==> config.mk <==
export PLATFORM = sky130hd
export DESIGN_NAME = rdct_top
export DESIGN_NICKNAME = d
export VERILOG_FILES = /design/src/rdct_pkg.sv /design/src/rdct_tick_if.sv /design/src/rdct_channel.sv /design/src/rdct_top.sv
export VERILOG_INCLUDE_DIRS = /design/src
export SDC_FILE = /design/constraint.sdc
export NUM_CORES = 1
export LEC_CHECK = 0
export ABC_AREA = 1
export BUFFER_PORTS_ARGS = -buffer_cell sky130_fd_sc_hd__buf_4
export CAP_MARGIN = 20
export CORE_ASPECT_RATIO = 0.7
export CORE_UTILIZATION = 62
export CTS_CLUSTER_DIAMETER = 30
export DETAILED_ROUTE_END_ITERATION = 6
export GPL_ROUTABILITY_DRIVEN = 0
export HOLD_SLACK_MARGIN = 0.1
export PLACE_DENSITY_LB_ADDON = 0.15
export SKIP_CTS_REPAIR_TIMING = 1
export SYNTH_ARGS = -nofsm -noshare
export SYNTH_HDL_FRONTEND = slang
export SYNTH_SLANG_ARGS = --single-unit
==> constraint.sdc <==
create_clock -name clk -period 9.5 [get_ports clk]
set_clock_uncertainty 0.15 [all_clocks]
set_input_delay 2.85 -clock clk [delete_from_list [all_inputs] [get_ports clk]]
set_output_delay 2.85 -clock clk [all_outputs]
set_load 0.02 [all_outputs]
==> src/rdct_cfg.svh <==
// constants for the reload timer bank
`ifndef RDCT_CFG_SVH
`define RDCT_CFG_SVH
`define RDCT_NUM_TIMERS 6
`define RDCT_CNT_W 16
`define RDCT_NUM_EVT 4
`define RDCT_PRE_W 8
`define RDCT_DIV_4 2'h0
`define RDCT_DIV_16 2'h1
`define RDCT_DIV_64 2'h2
`define RDCT_DIV_256 2'h3
`define RDCT_TAP_4 8'h03
`define RDCT_TAP_16 8'h0F
`define RDCT_TAP_64 8'h3F
`define RDCT_TAP_256 8'hFF
`define RDCT_CNT_RST 16'h0000
`endif

==> src/rdct_pkg.sv <==
// types for the reload timer bank
package rdct_pkg;
  typedef enum logic {RDCT_SINGLE, RDCT_CONT} rdct_mode_t;
  typedef enum logic [1:0] {RDCT_IDLE, RDCT_RUN, RDCT_DONE} rdct_state_t;
endpackage : rdct_pkg

==> src/rdct_tick_if.sv <==
// tick and clock-gate signals shared between bank and one channel
`timescale 1ns/1ns
`default_nettype none
interface rdct_tick_if;
  logic tick;
  logic clkOn;
  modport src (output tick, output clkOn);
  modport dst (input tick, input clkOn);
endinterface : rdct_tick_if
`default_nettype wire

==> src/rdct_channel.sv <==
// one 16-bit reloadable down counter channel
`timescale 1ns/1ns
`default_nettype none
`include "rdct_cfg.svh"
module rdct_channel (
  input wire logic clk,
  input wire logic rstSync_b,
  rdct_tick_if.dst tk,
  input wire logic start,
  input wire logic stop,
  input wire logic [`RDCT_CNT_W-1:0] reloadVal,
  input wire rdct_pkg::rdct_mode_t mode,
  output logic [`RDCT_CNT_W-1:0] count,
  output logic running,
  output logic endPulse,
  output logic toggleOut
);
  typedef struct packed {
    rdct_pkg::rdct_state_t st;
    logic [`RDCT_CNT_W-1:0] cnt;
    logic endp;
    logic tog;
  } rdct_ch_t;
  rdct_ch_t state_ff;
  rdct_ch_t nxt_state;

  always_comb begin
    nxt_state = state_ff;
    nxt_state.endp = 1'b0;
    if (tk.clkOn) begin // see RULE6
      if (stop) begin
        nxt_state.st = rdct_pkg::RDCT_IDLE;
      end else if (start) begin
        nxt_state.st = rdct_pkg::RDCT_RUN;
        nxt_state.cnt = reloadVal;
      end else if (state_ff.st == rdct_pkg::RDCT_RUN && tk.tick) begin
        if (state_ff.cnt == `RDCT_CNT_RST || state_ff.cnt == 16'h0001) begin
          nxt_state.endp = 1'b1; // see RULE7
          nxt_state.tog = ~state_ff.tog; // see RULE5
          if (mode == rdct_pkg::RDCT_CONT) begin // see RULE3
            nxt_state.cnt = reloadVal;
          end else begin
            nxt_state.cnt = `RDCT_CNT_RST;
            nxt_state.st = rdct_pkg::RDCT_DONE;
          end
        end else begin
          nxt_state.cnt = state_ff.cnt - 16'h0001; // see RULE1
        end
      end
    end
  end

  always_ff @(posedge clk or negedge rstSync_b) begin
    if (!rstSync_b) begin
      state_ff <= '{rdct_pkg::RDCT_IDLE, `RDCT_CNT_RST, 1'b0, 1'b0};
    end else begin
      state_ff <= nxt_state;
    end
  end

  assign count = state_ff.cnt;
  assign running = (state_ff.st == rdct_pkg::RDCT_RUN);
  assign endPulse = state_ff.endp;
  assign toggleOut = state_ff.tog;
endmodule : rdct_channel
`default_nettype wire

==> src/rdct_top.sv <==
// bank of six reloadable down-counting timers with prescalers
// Overview of operation
// RULE1 - six channels, 16-bit count, decrement per tick
// RULE2 - prescaler divides system clock by 4/16/64/256
// RULE3 - single-pass or continuous mode per channel
// RULE4 - channels 0..3 may count input pin events
// RULE5 - channels 4,5 drive an output pin
// RULE6 - gated-off channel freezes count, state, toggle and prescaler; endClr still clears its end flag
// RULE7 - zero raises end flag; reload or stop
`timescale 1ns/1ns
`default_nettype none
`include "rdct_cfg.svh"
module rdct_top (
  input wire logic clk,
  input wire logic rst_b,
  input wire logic [`RDCT_NUM_TIMERS-1:0] clkEnable,
  input wire logic [`RDCT_NUM_TIMERS-1:0] start,
  input wire logic [`RDCT_NUM_TIMERS-1:0] stop,
  input wire logic [`RDCT_NUM_TIMERS-1:0] contMode,
  input wire logic [`RDCT_NUM_TIMERS*2-1:0] divSel,
  input wire logic [`RDCT_NUM_TIMERS*`RDCT_CNT_W-1:0] reloadVal,
  input wire logic [`RDCT_NUM_EVT-1:0] evtSel,
  input wire logic [`RDCT_NUM_EVT-1:0] evtPin,
  input wire logic [`RDCT_NUM_TIMERS-1:0] endClr,
  output logic [`RDCT_NUM_TIMERS*`RDCT_CNT_W-1:0] count,
  output logic [`RDCT_NUM_TIMERS-1:0] running,
  output logic [`RDCT_NUM_TIMERS-1:0] endFlag,
  output logic [1:0] outPin,
  output logic [1:0] outPinOe
);
  ////////////////////////////////////////////////////////////////////////
  logic rstMeta_ff;
  logic rstSync_b;
  always_ff @(posedge clk or negedge rst_b) begin
    if (!rst_b) begin
      rstMeta_ff <= 1'b0;
      rstSync_b <= 1'b0;
    end else begin
      rstMeta_ff <= 1'b1;
      rstSync_b <= rstMeta_ff;
    end
  end

  ////////////////////////////////////////////////////////////////////////
  typedef struct packed {
    logic [`RDCT_NUM_TIMERS-1:0][`RDCT_PRE_W-1:0] pre;
    logic [`RDCT_NUM_EVT-1:0] evtLast;
    logic [`RDCT_NUM_TIMERS-1:0] endf;
  } rdct_top_t;
  rdct_top_t state_ff;
  rdct_top_t nxt_state;
  logic [`RDCT_NUM_TIMERS-1:0] tickVec;
  logic [`RDCT_NUM_TIMERS-1:0] endPulse;
  logic [`RDCT_NUM_TIMERS-1:0] togVec;

  function automatic logic [`RDCT_PRE_W-1:0] tapOf(input logic [1:0] sel);
    logic [`RDCT_PRE_W-1:0] t;
    unique case (sel)
      `RDCT_DIV_4: t = `RDCT_TAP_4;
      `RDCT_DIV_16: t = `RDCT_TAP_16;
      `RDCT_DIV_64: t = `RDCT_TAP_64;
      `RDCT_DIV_256: t = `RDCT_TAP_256;
    endcase
    return t;
  endfunction : tapOf

  always_comb begin
    nxt_state = state_ff;
    tickVec = '0;
    for (int i = 0; i < `RDCT_NUM_TIMERS; i++) begin
      if (clkEnable[i]) begin // see RULE6
        // prescaler restarts with each start so the first period is whole
        if (start[i] || state_ff.pre[i] == tapOf(divSel[2*i +: 2])) begin // see RULE2
          nxt_state.pre[i] = '0;
        end else begin
          nxt_state.pre[i] = state_ff.pre[i] + 8'h01;
        end
        tickVec[i] = !start[i] && state_ff.pre[i] == tapOf(divSel[2*i +: 2]);
      end
      // set wins over clear
      nxt_state.endf[i] = endPulse[i] | (state_ff.endf[i] & ~endClr[i]); // see RULE7
    end
    for (int j = 0; j < `RDCT_NUM_EVT; j++) begin
      nxt_state.evtLast[j] = evtPin[j];
      if (evtSel[j]) begin // see RULE4
        // rising edge only; pin is already synchronous to clk
        tickVec[j] = clkEnable[j] && evtPin[j] && !state_ff.evtLast[j];
      end
    end
  end

  always_ff @(posedge clk or negedge rstSync_b) begin
    if (!rstSync_b) begin
      state_ff <= '0;
    end else begin
      state_ff <= nxt_state;
    end
  end

  ////////////////////////////////////////////////////////////////////////
  for (genvar g = 0; g < `RDCT_NUM_TIMERS; g++) begin : gCh
    rdct_tick_if tk ();
    assign tk.tick = tickVec[g];
    assign tk.clkOn = clkEnable[g];
    rdct_channel u_rdct_channel (
      .clk(clk),
      .rstSync_b(rstSync_b),
      .tk(tk),
      .start(start[g]),
      .stop(stop[g]),
      .reloadVal(reloadVal[g*`RDCT_CNT_W +: `RDCT_CNT_W]),
      .mode(rdct_pkg::rdct_mode_t'(contMode[g])),
      .count(count[g*`RDCT_CNT_W +: `RDCT_CNT_W]),
      .running(running[g]),
      .endPulse(endPulse[g]),
      .toggleOut(togVec[g])
    ); // see RULE1
  end

  assign endFlag = state_ff.endf;
  assign outPin = togVec[`RDCT_NUM_TIMERS-1 -: 2]; // see RULE5
  assign outPinOe = 2'h3;
endmodule : rdct_top
`default_nettype wire

Word-level counts from Yosys, hierarchy flattened
Index checks and enable logic that the tools add are counted.
{"block": "classes", "add_sub_neg": 12, "mul": 0, "n_div": 0, "order_cmp": 0, "eq_ne": 42, "shifts": 0, "n_mux": 94, "bitwise": 36, "n_reduce_logical": 90}
{"op": "16-bit two-way mux", "n": 12}
{"op": "8-bit case mux with 4 select lines", "n": 6}
{"op": "20-bit two-way mux", "n": 6}
{"op": "18-bit two-way mux", "n": 6}
{"op": "16-bit by 1-bit equality test with 1-bit output, second input constant", "n": 6}
{"op": "16-bit zero test", "n": 6}
{"op": "8-bit two-way mux", "n": 12}
{"op": "16-bit by 1-bit subtractor with 16-bit output, second input constant", "n": 6}
{"op": "2-bit two-way mux", "n": 42}
{"op": "8-bit by 1-bit adder with 8-bit output, second input constant", "n": 6}
{"op": "8-bit equality test", "n": 6}
{"op": "3-bit nonzero test", "n": 12}
{"op": "5-bit AND reduction", "n": 6}
{"op": "2-bit by 1-bit equality test with 1-bit output, second input constant", "n": 12}
{"op": "2-bit equality test, second input constant", "n": 12}
{"op": "1-bit inverter", "n": 24}
{"op": "4-bit AND reduction", "n": 6}
{"op": "1-bit logical AND", "n": 20}
{"op": "3-bit != test, second input constant", "n": 6}
{"op": "3-bit AND reduction", "n": 6}
{"op": "2-bit zero test", "n": 6}
{"op": "1-bit logical OR", "n": 12}
{"op": "2-bit nonzero test", "n": 6}
{"op": "1-bit zero test", "n": 10}
{"op": "3 further kinds", "n": 22}
{"block": "word_totals", "ff_bits": 180, "latch_bits": 0, "mem_bits_rw": 0, "mem_bits_ro": 0, "input_bits": 148, "out_inout_bits": 112, "mem_count": 0}

Logic depth before layout (Yosys ltp)
Gate-level depths: netlist of run 1.
{"block": "logic_depth", "word_depth": 12, "ltp_mapped": 14}

Cells and area by module
From an unflattened synthesis of run 1, not the netlist that was laid out.
{"block": "hier_totals", "cells_unflattened": 2144, "hier_area_um2": 14621.5}
{"mod": "rdct_channel", "instances": 6, "cells_each": 280, "area_each_um2": 1836.8, "seq_area_each_um2": 500.5}
{"mod": "rdct_top", "instances": 1, "cells_each": 464, "area_each_um2": 3601.0, "seq_area_each_um2": 1501.4}

Worst setup path after synthesis of run 1
OpenSTA, ideal clock, no wires.
{"block": "synth_path", "path_type": "input to register", "startpoint": "in clkEnable[2]", "endpoint": "reg gCh[2].u_rdct_channel.state_ff, in the netlist gCh[2].u_rdct_channel.count[5]", "setup_ns": 0.119, "arrival_ns": 3.980, "t_required_ns": 9.231, "path_slack_ns": 5.251, "stages": 8, "cell_sequence": "buf_2 -> inv_1 -> nor3_1 -> a21boi_2 -> nand2_2 -> buf_2 -> nand3_1 -> nand2_1"}
{"block": "synth_between", "elab_chain_cells": 6}
{"item": "start: declaration", "line": "rdct_top.sv:16", "source": "input wire logic [`RDCT_NUM_TIMERS-1:0] clkEnable,"}
{"item": "1-bit logical AND (2 in a row)", "line": "rdct_top.sv:87", "source": "tickVec[j] = clkEnable[j] && evtPin[j] && !state_ff.evtLast[j];"}
{"item": "1-bit two-way mux", "line": "rdct_top.sv:85", "source": "if (evtSel[j]) begin"}
{"item": "1-bit logical AND", "line": "rdct_channel.sv:36", "source": "end else if (state_ff.st == rdct_pkg::RDCT_RUN && tk.tick) begin"}
{"item": "2-bit nonzero test (no source line)"}
{"item": "3-bit AND reduction (no source line) (*)"}
{"item": "end signal: assignment", "line": "rdct_channel.sv:55", "source": "state_ff <= '{rdct_pkg::RDCT_IDLE, `RDCT_CNT_RST, 1'b0, 1'b0};"}
{"item": "end signal: assignment", "line": "rdct_channel.sv:57", "source": "state_ff <= nxt_state;"}
{"item": "end: declaration", "line": "rdct_channel.sv:24", "source": "rdct_ch_t state_ff;"}
Every way passes the cells marked *; elsewhere a longest branch is shown, timed or not.
A chain may end at the register's enable or synchronous reset.

Worst setup path in the final report of run 1
{"block": "layout_path", "startpoint": "in divSel[9]", "endpoint": "reg gCh[4].u_rdct_channel.state_ff, in the netlist gCh[4].u_rdct_channel.count[12]"}
{"block": "layout_between", "elab_chain_cells": 9}
{"item": "start: declaration", "line": "rdct_top.sv:20", "source": "input wire logic [`RDCT_NUM_TIMERS*2-1:0] divSel,"}
{"item": "2-bit equality test (tied with other cells)", "line": "rdct_top.sv:58", "source": "unique case (sel)"}
{"item": "8-bit case mux with 4 select lines (*)", "line": "rdct_top.sv:58"}
{"item": "8-bit two-way mux (*)", "line": "rdct_top.sv:71", "source": "if (clkEnable[i]) begin"}
{"item": "8-bit equality test (*)", "line": "rdct_top.sv:78", "source": "tickVec[i] = !start[i] && state_ff.pre[i] == tapOf(divSel[2*i +: 2]);"}
{"item": "1-bit logical AND (*)", "line": "rdct_top.sv:78"}
{"item": "1-bit two-way mux (*)", "line": "rdct_top.sv:71"}
{"item": "1-bit logical AND (*)", "line": "rdct_channel.sv:36"}
{"item": "2-bit nonzero test (no source line) (*)"}
{"item": "3-bit AND reduction (no source line) (*)"}
{"item": "end signal: assignment", "line": "rdct_channel.sv:55"}
{"item": "end signal: assignment", "line": "rdct_channel.sv:57"}
{"item": "end: declaration", "line": "rdct_channel.sv:24"}
Every way passes the cells marked *; elsewhere a longest branch is shown, timed or not. The select of a mux whose other input is x is not followed.

==> summary.md, run 1 <==
| Metric | Value |
|---|---|
| Status | `finished clean` |
| Most common cell after layout, fill and taps aside | `nand2_1` |
| Initial antenna violation count | `1` |
| DRT Wirelength | `roughly 39,000 µm` |
| Fraction of registers with async set or reset after synthesis | `100%` |
| Dpl cells | `2,588` |
| Root Buffer Master | `clkbuf_16` |
| Crit path max fanout | `24` |
| Worst endpoint data arrival time | `4.80 ns` |
| Worst slew pin tran | `between 0.9 and 1 ns` |
| Post-place setup slack | `between 4 and 5 ns` |
| Finished Layout Cells | `2,620` |
| Post-DP HPWL | `about 28,000 µm` |
| R2r setup slk | `a little under 7 ns` |
| Worst Setup End Kind | `flip-flop` |
| Total power draw | `0.00262 W` |
| Pin count of the biggest net entering global routing | `74` |
| Number of global-route vias before repair | `approximately 13,000` |
| Cell Pwr Density | `167 nW/µm²` |
| Fin Setup TNS | `0 ns` |
| Final Max Tran Viols | `0` |
| Grt ovf | `0` |
| Final worst slack | `4.88 ns` |
| Die width | `181 µm` |
| Post-synth EDFFs | `0` |
| Most frequent cells in the layout | `nand2_1 (880), buf_4 (259), nor2_1 (241)` |
| Post-synthesis sequential area ratio | `between 30% and 40%` |
| Worst flop-to-flop path endpoint | `gCh[3].u_rdct_channel.count[4]` |
| First-pass GRT wire length | `63,300 µm` |
| TritonCTS Buffers | `17` |
| Reg2reg start | `gCh[3].u_rdct_channel.count[0]` |
| Kind of critical path | `primary input to flip-flop` |
| Setup violators final | `0` |
| Hold WC Path Type | `flip-flop to asynchronous set/reset pin` |
| Fin nets | `2,491` |
| 1st-iter DRT viols | `approximately 1,400` |
| Row count | `45` |
| Gate Count Post-Synth | `2,211` |
| CTS tree | `yes` |
| Clock Latency Late Sink | `~0.44 ns` |
| Clk buf depth | `2` |
| Layout cells sized above 1 | `15.3%` |
| R2R cell count | `11` |
| Antenna diodes | `0` |
| Yosys cell types | `51` |
| Largest cells by area after synthesis | `dfrtp_1 (32%), nand2_1 (24%), nand3_1 (7.6%), nor2_1 (6.5%), buf_4 (6.3%)` |
| Req. time, crit path | `9.68 ns` |
| Final hold violations | `0` |
| Syn Std Cell Area | `13,900 µm²` |
| Synthesized flop and latch total | `176` |
| Synth Warn # | `0` |
| Maxcap violations | `0` |
| Main synth FF type | `dfrtp_1` |
| # IOs | `260` |
| Core area | `21,800 µm²` |
| Final min period | `around 4.6 ns` |
| Die Span Y | `127 µm` |
| Input/output buffers | `257` |
| RSZ-0062 raised after global routing | `false` |
| Gr usage total | `33.7%` |
| Mean number of vias per cell | `5.57` |
| Post-route ant nets | `0` |
| DRC | `0` |
| Area Overhead vs Synth | `12.7%` |
| Worst relative slew slack | `36.6%` |
| Num Clock Sinks | `176` |
| Drt pass-1 iters | `6` |
| Grt met1 use | `~48%` |
| GRT met3 Usage | `7.33%` |
| Starting Density | `63.8%` |
| Peak VDD IR | `0.137 mV` |
| CTS clk-pin slew, worst paths | `0.08 ns` |
| Post-synth top area share | `31.6%` |
| Cell taking the most area after synthesis | `dfrtp_1` |
| LEAKAGE | `8.50 nW` |
| CP Launch Type | `primary input` |
| Routed WL per cell | `roughly 15 µm` |
| # H-tree levels | `4` |
| Routed via count | `14,600` |
| Top Usage Layer GRT | `met2` |
| Fmax | `between 0.2 and 0.25 GHz` |
| Avg Inst Size Synth | `6.30 µm²` |
| Die ar. | `23,100 µm²` |
| Share of the clock period used by the worst path | `48.6%` |
| Met2 usage in global routing | `50.5%` |
==> stage by stage <==
stage | utilization, % | hold WS [ns] | instance area [µm²]
2_1_floorplan | - | 0.181 | 13900
3_3_place_gp | 69.1 | 0.179 | 15100
3_5_place_dp | 69.1 | 0.185 | 15100
4_1_cts | 71.9 | 0.182 | 15700
5_1_grt | 71.9 | 0.215 | 15700
6_report | 71.9 | 0.158 | 15700
==> final cells by class <==
cell class / instances / area, µm²
multi-input combinational: 1692 / 7720
fill: 1907 / 6150
sequential: 176 / 4410
timing repair buffer: 259 / 1940
inverter: 179 / 674
clock buffer: 18 / 429
tap: 282 / 353
clock inverter: 14 / 170
==> worst max path at each step <==
stage / start / endpoint / slack (ns)
5_1_grt: divSel[9] / gCh[4].u_rdct_channel.count[11] / 4.69
3_5_place_dp: divSel[9] / gCh[4].u_rdct_channel.count[11] / 4.50
4_1_cts: divSel[9] / gCh[4].u_rdct_channel.count[12] / 4.94
2_1_floorplan: rstSync_b / endFlag[0] / 4.08
6_report: divSel[9] / gCh[4].u_rdct_channel.count[12] / 4.88
3_3_place_gp: divSel[9] / gCh[4].u_rdct_channel.count[14] / 4.67
==> worst max-delay path: stages <==
cell      delay (ns)
buf_4           0.12
inv_1           0.07
nand2_1         0.07
a21boi_0        0.19
nand3_1         0.22
nor2_4          0.40
nand2_1         0.17
nand2_2         0.38
inv_2           0.16
nand2_1         0.11
nand2_1         0.06
==> registers in the layout, indices dropped and copies added (netlist names) <==
name / count
gCh.u_rdct_channel.count: 96
rstSync_b: 1
endFlag: 6
state_ff: 52
gCh.u_rdct_channel.endPulse: 6
rstMeta_ff: 1
gCh.u_rdct_channel.state_ff: 12
gCh.u_rdct_channel.toggleOut: 2
==> kinds of logic after synthesis <==
logic type,after synthesis,synth area share (%)
DFF,176,31.6
adders and majority gates,18,1.62
and+or+nand+nor,1432,42.9
AOI/OAI and AO/OA,183,7.29
buffers and inverters,345,13.0
xor gates and xnor gates,54,3.40
muxes,2,0.144
other,1,0.0269
==> synth_stat cells (all sizes together) (2+ instances only) <==
master,count
o21ai,132
xor2,43
ha,18
dfrtp,176
nand4,9
buf,139
a21boi,6
clkinv,2
a21oi,27
inv,177
nor2,261
nor4,2
o21bai,9
and2,2
nor3,13
a211oi,2
nor3b,5
nand3b,13
and3,3
nand3,217
a22oi,2
mux2i,2
clkbuf,27
nand2,906
xnor2,11
==> routing by layer <==
| layer | vias up | routed length (µm) | share of wire [%] |
|---|---|---|---|
| met4 | 2 | 849 | 2.2 |
| met5 | - | 13 | 0.034 |
| met3 | 65 | 4440 | 11 |
| li1 | 7069 | - | - |
| met2 | 793 | 16400 | 42 |
| met1 | 6652 | 17000 | 44 |
==> report_power, final <==
part | internal [W] | switching [W] | leakage, nW | total [W]
Sequential | 0.000825 | 0.000128 | 2.32 | 0.000953
Clock | 0.000399 | 0.000339 | 0.288 | 0.000738
Combinational | 0.000348 | 0.000578 | 5.89 | 0.000926
Total | 0.00157 | 0.00105 | 8.50 | 0.00262
No activity file was read; power rests on OpenSTA's default activity.
==> run 2, diff against run 1 <==
Settings changed: CORE_UTILIZATION 62 to 52.
Clock period 9.5 ns to 4.2 ns, I/O delays scaled along.
==> run 2 against run 1 <==
- the run now ends with design-rule violations left
- first-iteration DRC count fell by 27%
- cell area rose by 0.61%
- highest routed layer unchanged
- largest power group unchanged
- sequential cell count did not move
- critical path type unchanged
- sequential share of layout area fell by 0.17 points
- largest cell class unchanged
- sequential power rose by 130%
- hold slack improved by 0.042 ns
==> summary.md, run 2 (synthesized netlist as in run 1, its figures left out) <==
| Metric | Value |
|---|---|
| Status | `finished, violations left` |
| Failing checks | `design-rule violations` |
| DRC | `4` |
| Fin nets | `2,494` |
| RSZ-0062 raised after global routing | `false` |
| Mean number of vias per cell | `5.19` |
| Dpl cell area | `15,200 µm²` |
| Drt pass-1 iters | `7` |
| Starting Density | `53.6%` |
| Die Span Y | `139 µm` |
| Root Buffer Master | `clkbuf_16` |
| Crit path from | `divSel[8]` |
| CP Launch Type | `primary input` |
| Final worst slack | `1.22 ns` |
| Layout cells sized above 1 | `15.5%` |
| Die width | `approximately 200 µm` |
| # IOs | `260` |
| Number of global-route vias before repair | `12,600` |
| CP max stage cell | `nor2_4` |
| Post-route ant nets | `0` |
| CP most frequent cell | `nand2_1` |
| Input/output buffers | `257` |
| CP delay by family, top | `simple AND/OR/NAND/NOR gates` |
| Most common cell after layout, fill and taps aside | `nand2_1` |
| Final core occ | `60.8%` |
| Die ar. | `27,500 µm²` |
| Gr usage total | `28.2%` |
| LEAKAGE | `between 8 and 9 nW` |
| Final hold violations | `0` |
| Fillers | `around 2,500` |
| # H-tree levels | `4` |
| Cell Pwr Density | `approximately 370 nW/µm²` |
| Peak VDD IR | `between 0.2 and 0.3 mV` |
| Post-place setup slack | `0.869 ns` |
| Hold Path Origin | `rstMeta_ff` |
| Antenna diodes | `0` |
| Crit path max fanout | `24` |
| Worst slew pin tran | `0.773 ns` |
| Area Overhead vs Synth | `13.4%` |
| Share of the clock period used by the worst path | `71.0%` |
| First-pass GRT wire length | `63,100 µm` |
| Core area | `around 26,000 µm²` |
| Initial antenna violation count | `1` |
| Routed via count | `~14,000` |
| Grt ovf | `0` |
| Hold WC Path Type | `flip-flop to flip-flop` |
| Final min period | `about 3 ns` |
| Worst Setup End Kind | `flip-flop` |
| Fmax | `roughly 0.34 GHz` |
| Kind of critical path | `primary input to flip-flop` |
| Number of flip-flops in the largest register | `96` |
| Reg2reg start | `gCh[3].u_rdct_channel.count[1]` |
| 1st-iter DRT viols | `1,001` |
| Final Max Tran Viols | `0` |
| Crit path buf inv count | `3` |
| Ordered cell list for the critical path | `buf_4 -> inv_1 -> nand2_1 -> a21boi_0 -> nand3_1 -> nor2_4 -> nand2_1 -> nand2_2 -> inv_2 -> nand2_1 -> nand2_1` |
| Setup violators final | `0` |
| CTS clk-pin slew, worst paths | `0.07 ns` |
| Clk buf depth | `2` |
| Clock Latency Late Sink | `0.44 ns` |
| Maxcap violations | `0` |
| Post-DP HPWL | `between 20,000 and 30,000 µm` |
| Most frequent cells in the layout | `nand2_1 (880), buf_4 (261), nor2_1 (241)` |
| Total power draw | `0.00577 W` |
| Routed WL per cell | `~14 µm` |
| Fin Setup TNS | `0 ns` |
| DRT Wirelength | `38,200 µm` |
| Pin count of the biggest net entering global routing | `83` |
| Worst endpoint data arrival time | `roughly 3.2 ns` |
| Row count | `49` |
| Fin area | `15,800 µm²` |
| CTS tree | `yes` |
| Num Clock Sinks | `around 180` |
| TritonCTS Buffers | `17` |
| Req. time, crit path | `4.37 ns` |
| Worst path max stage delay | `0.36 ns` |
| Worst relative slew slack | `48.5%` |
-- run 2: cell count changes in the layout (fill, tap and decap cells not counted), sizes merged --
cell,change
clkinvlp,-1
bufinv,-2
inv,-1
clkinv,+4
buf,+3
-- run 2: worst paths after layout --
path | end | slack (ns) | cells after the start
max | gCh[4].u_rdct_channel.count[14] | 1.22 | 11
min | rstSync_b | 0.20 | 0
max reg2reg | gCh[3].u_rdct_channel.count[14] | 1.61 | 12
min reg2reg | rstSync_b | 0.20 | 0
max in group asynchronous | gCh[3].u_rdct_channel.count[0] | 2.58 | 1
min in group asynchronous | state_ff[30] | 0.27 | 0
-- run 2: metrics by stage --
stage | hold WS (ns) | cells
after floorplan | 0.181 | 2213
after global placement | 0.188 | 2666
after detailed placement | 0.192 | 2666
after CTS | 0.204 | 2698
after global routing | 0.218 | 2698
final | 0.200 | 2698
-- run 2: cell type report --
type                    count  area [µm²]  area share [%]
clock inverters            14         126           0.800
multi-input cells        1692        7720            48.9
clock buffers              18         439            2.78
inverters                 179         674            4.27
flip-flops and latches    176        4410            27.9
repair buffers            262        1980            12.5
well taps                 357         447            2.83
-- run 2: metal layers --
| layer | track usage (%) | vias to the layer above | wire length, µm |
|---|---|---|---|
| met5 | 0 | - | 13 |
| met4 | 6.73 | 2 | 489 |
| met3 | 6.47 | 33 | 3650 |
| met2 | 40.3 | 557 | 15900 |
| met1 | 42.6 | 6343 | 18100 |
| li1 | - | 7075 | - |
-- run 2: power by group --
group | switching, W | total [W] | internal [W]
sequential | 0.000290 | 0.00216 | 0.00187
clock | 0.000755 | 0.00155 | 0.000796
combinational | 0.00127 | 0.00206 | 0.000789
total | 0.00232 | 0.00577 | 0.00345
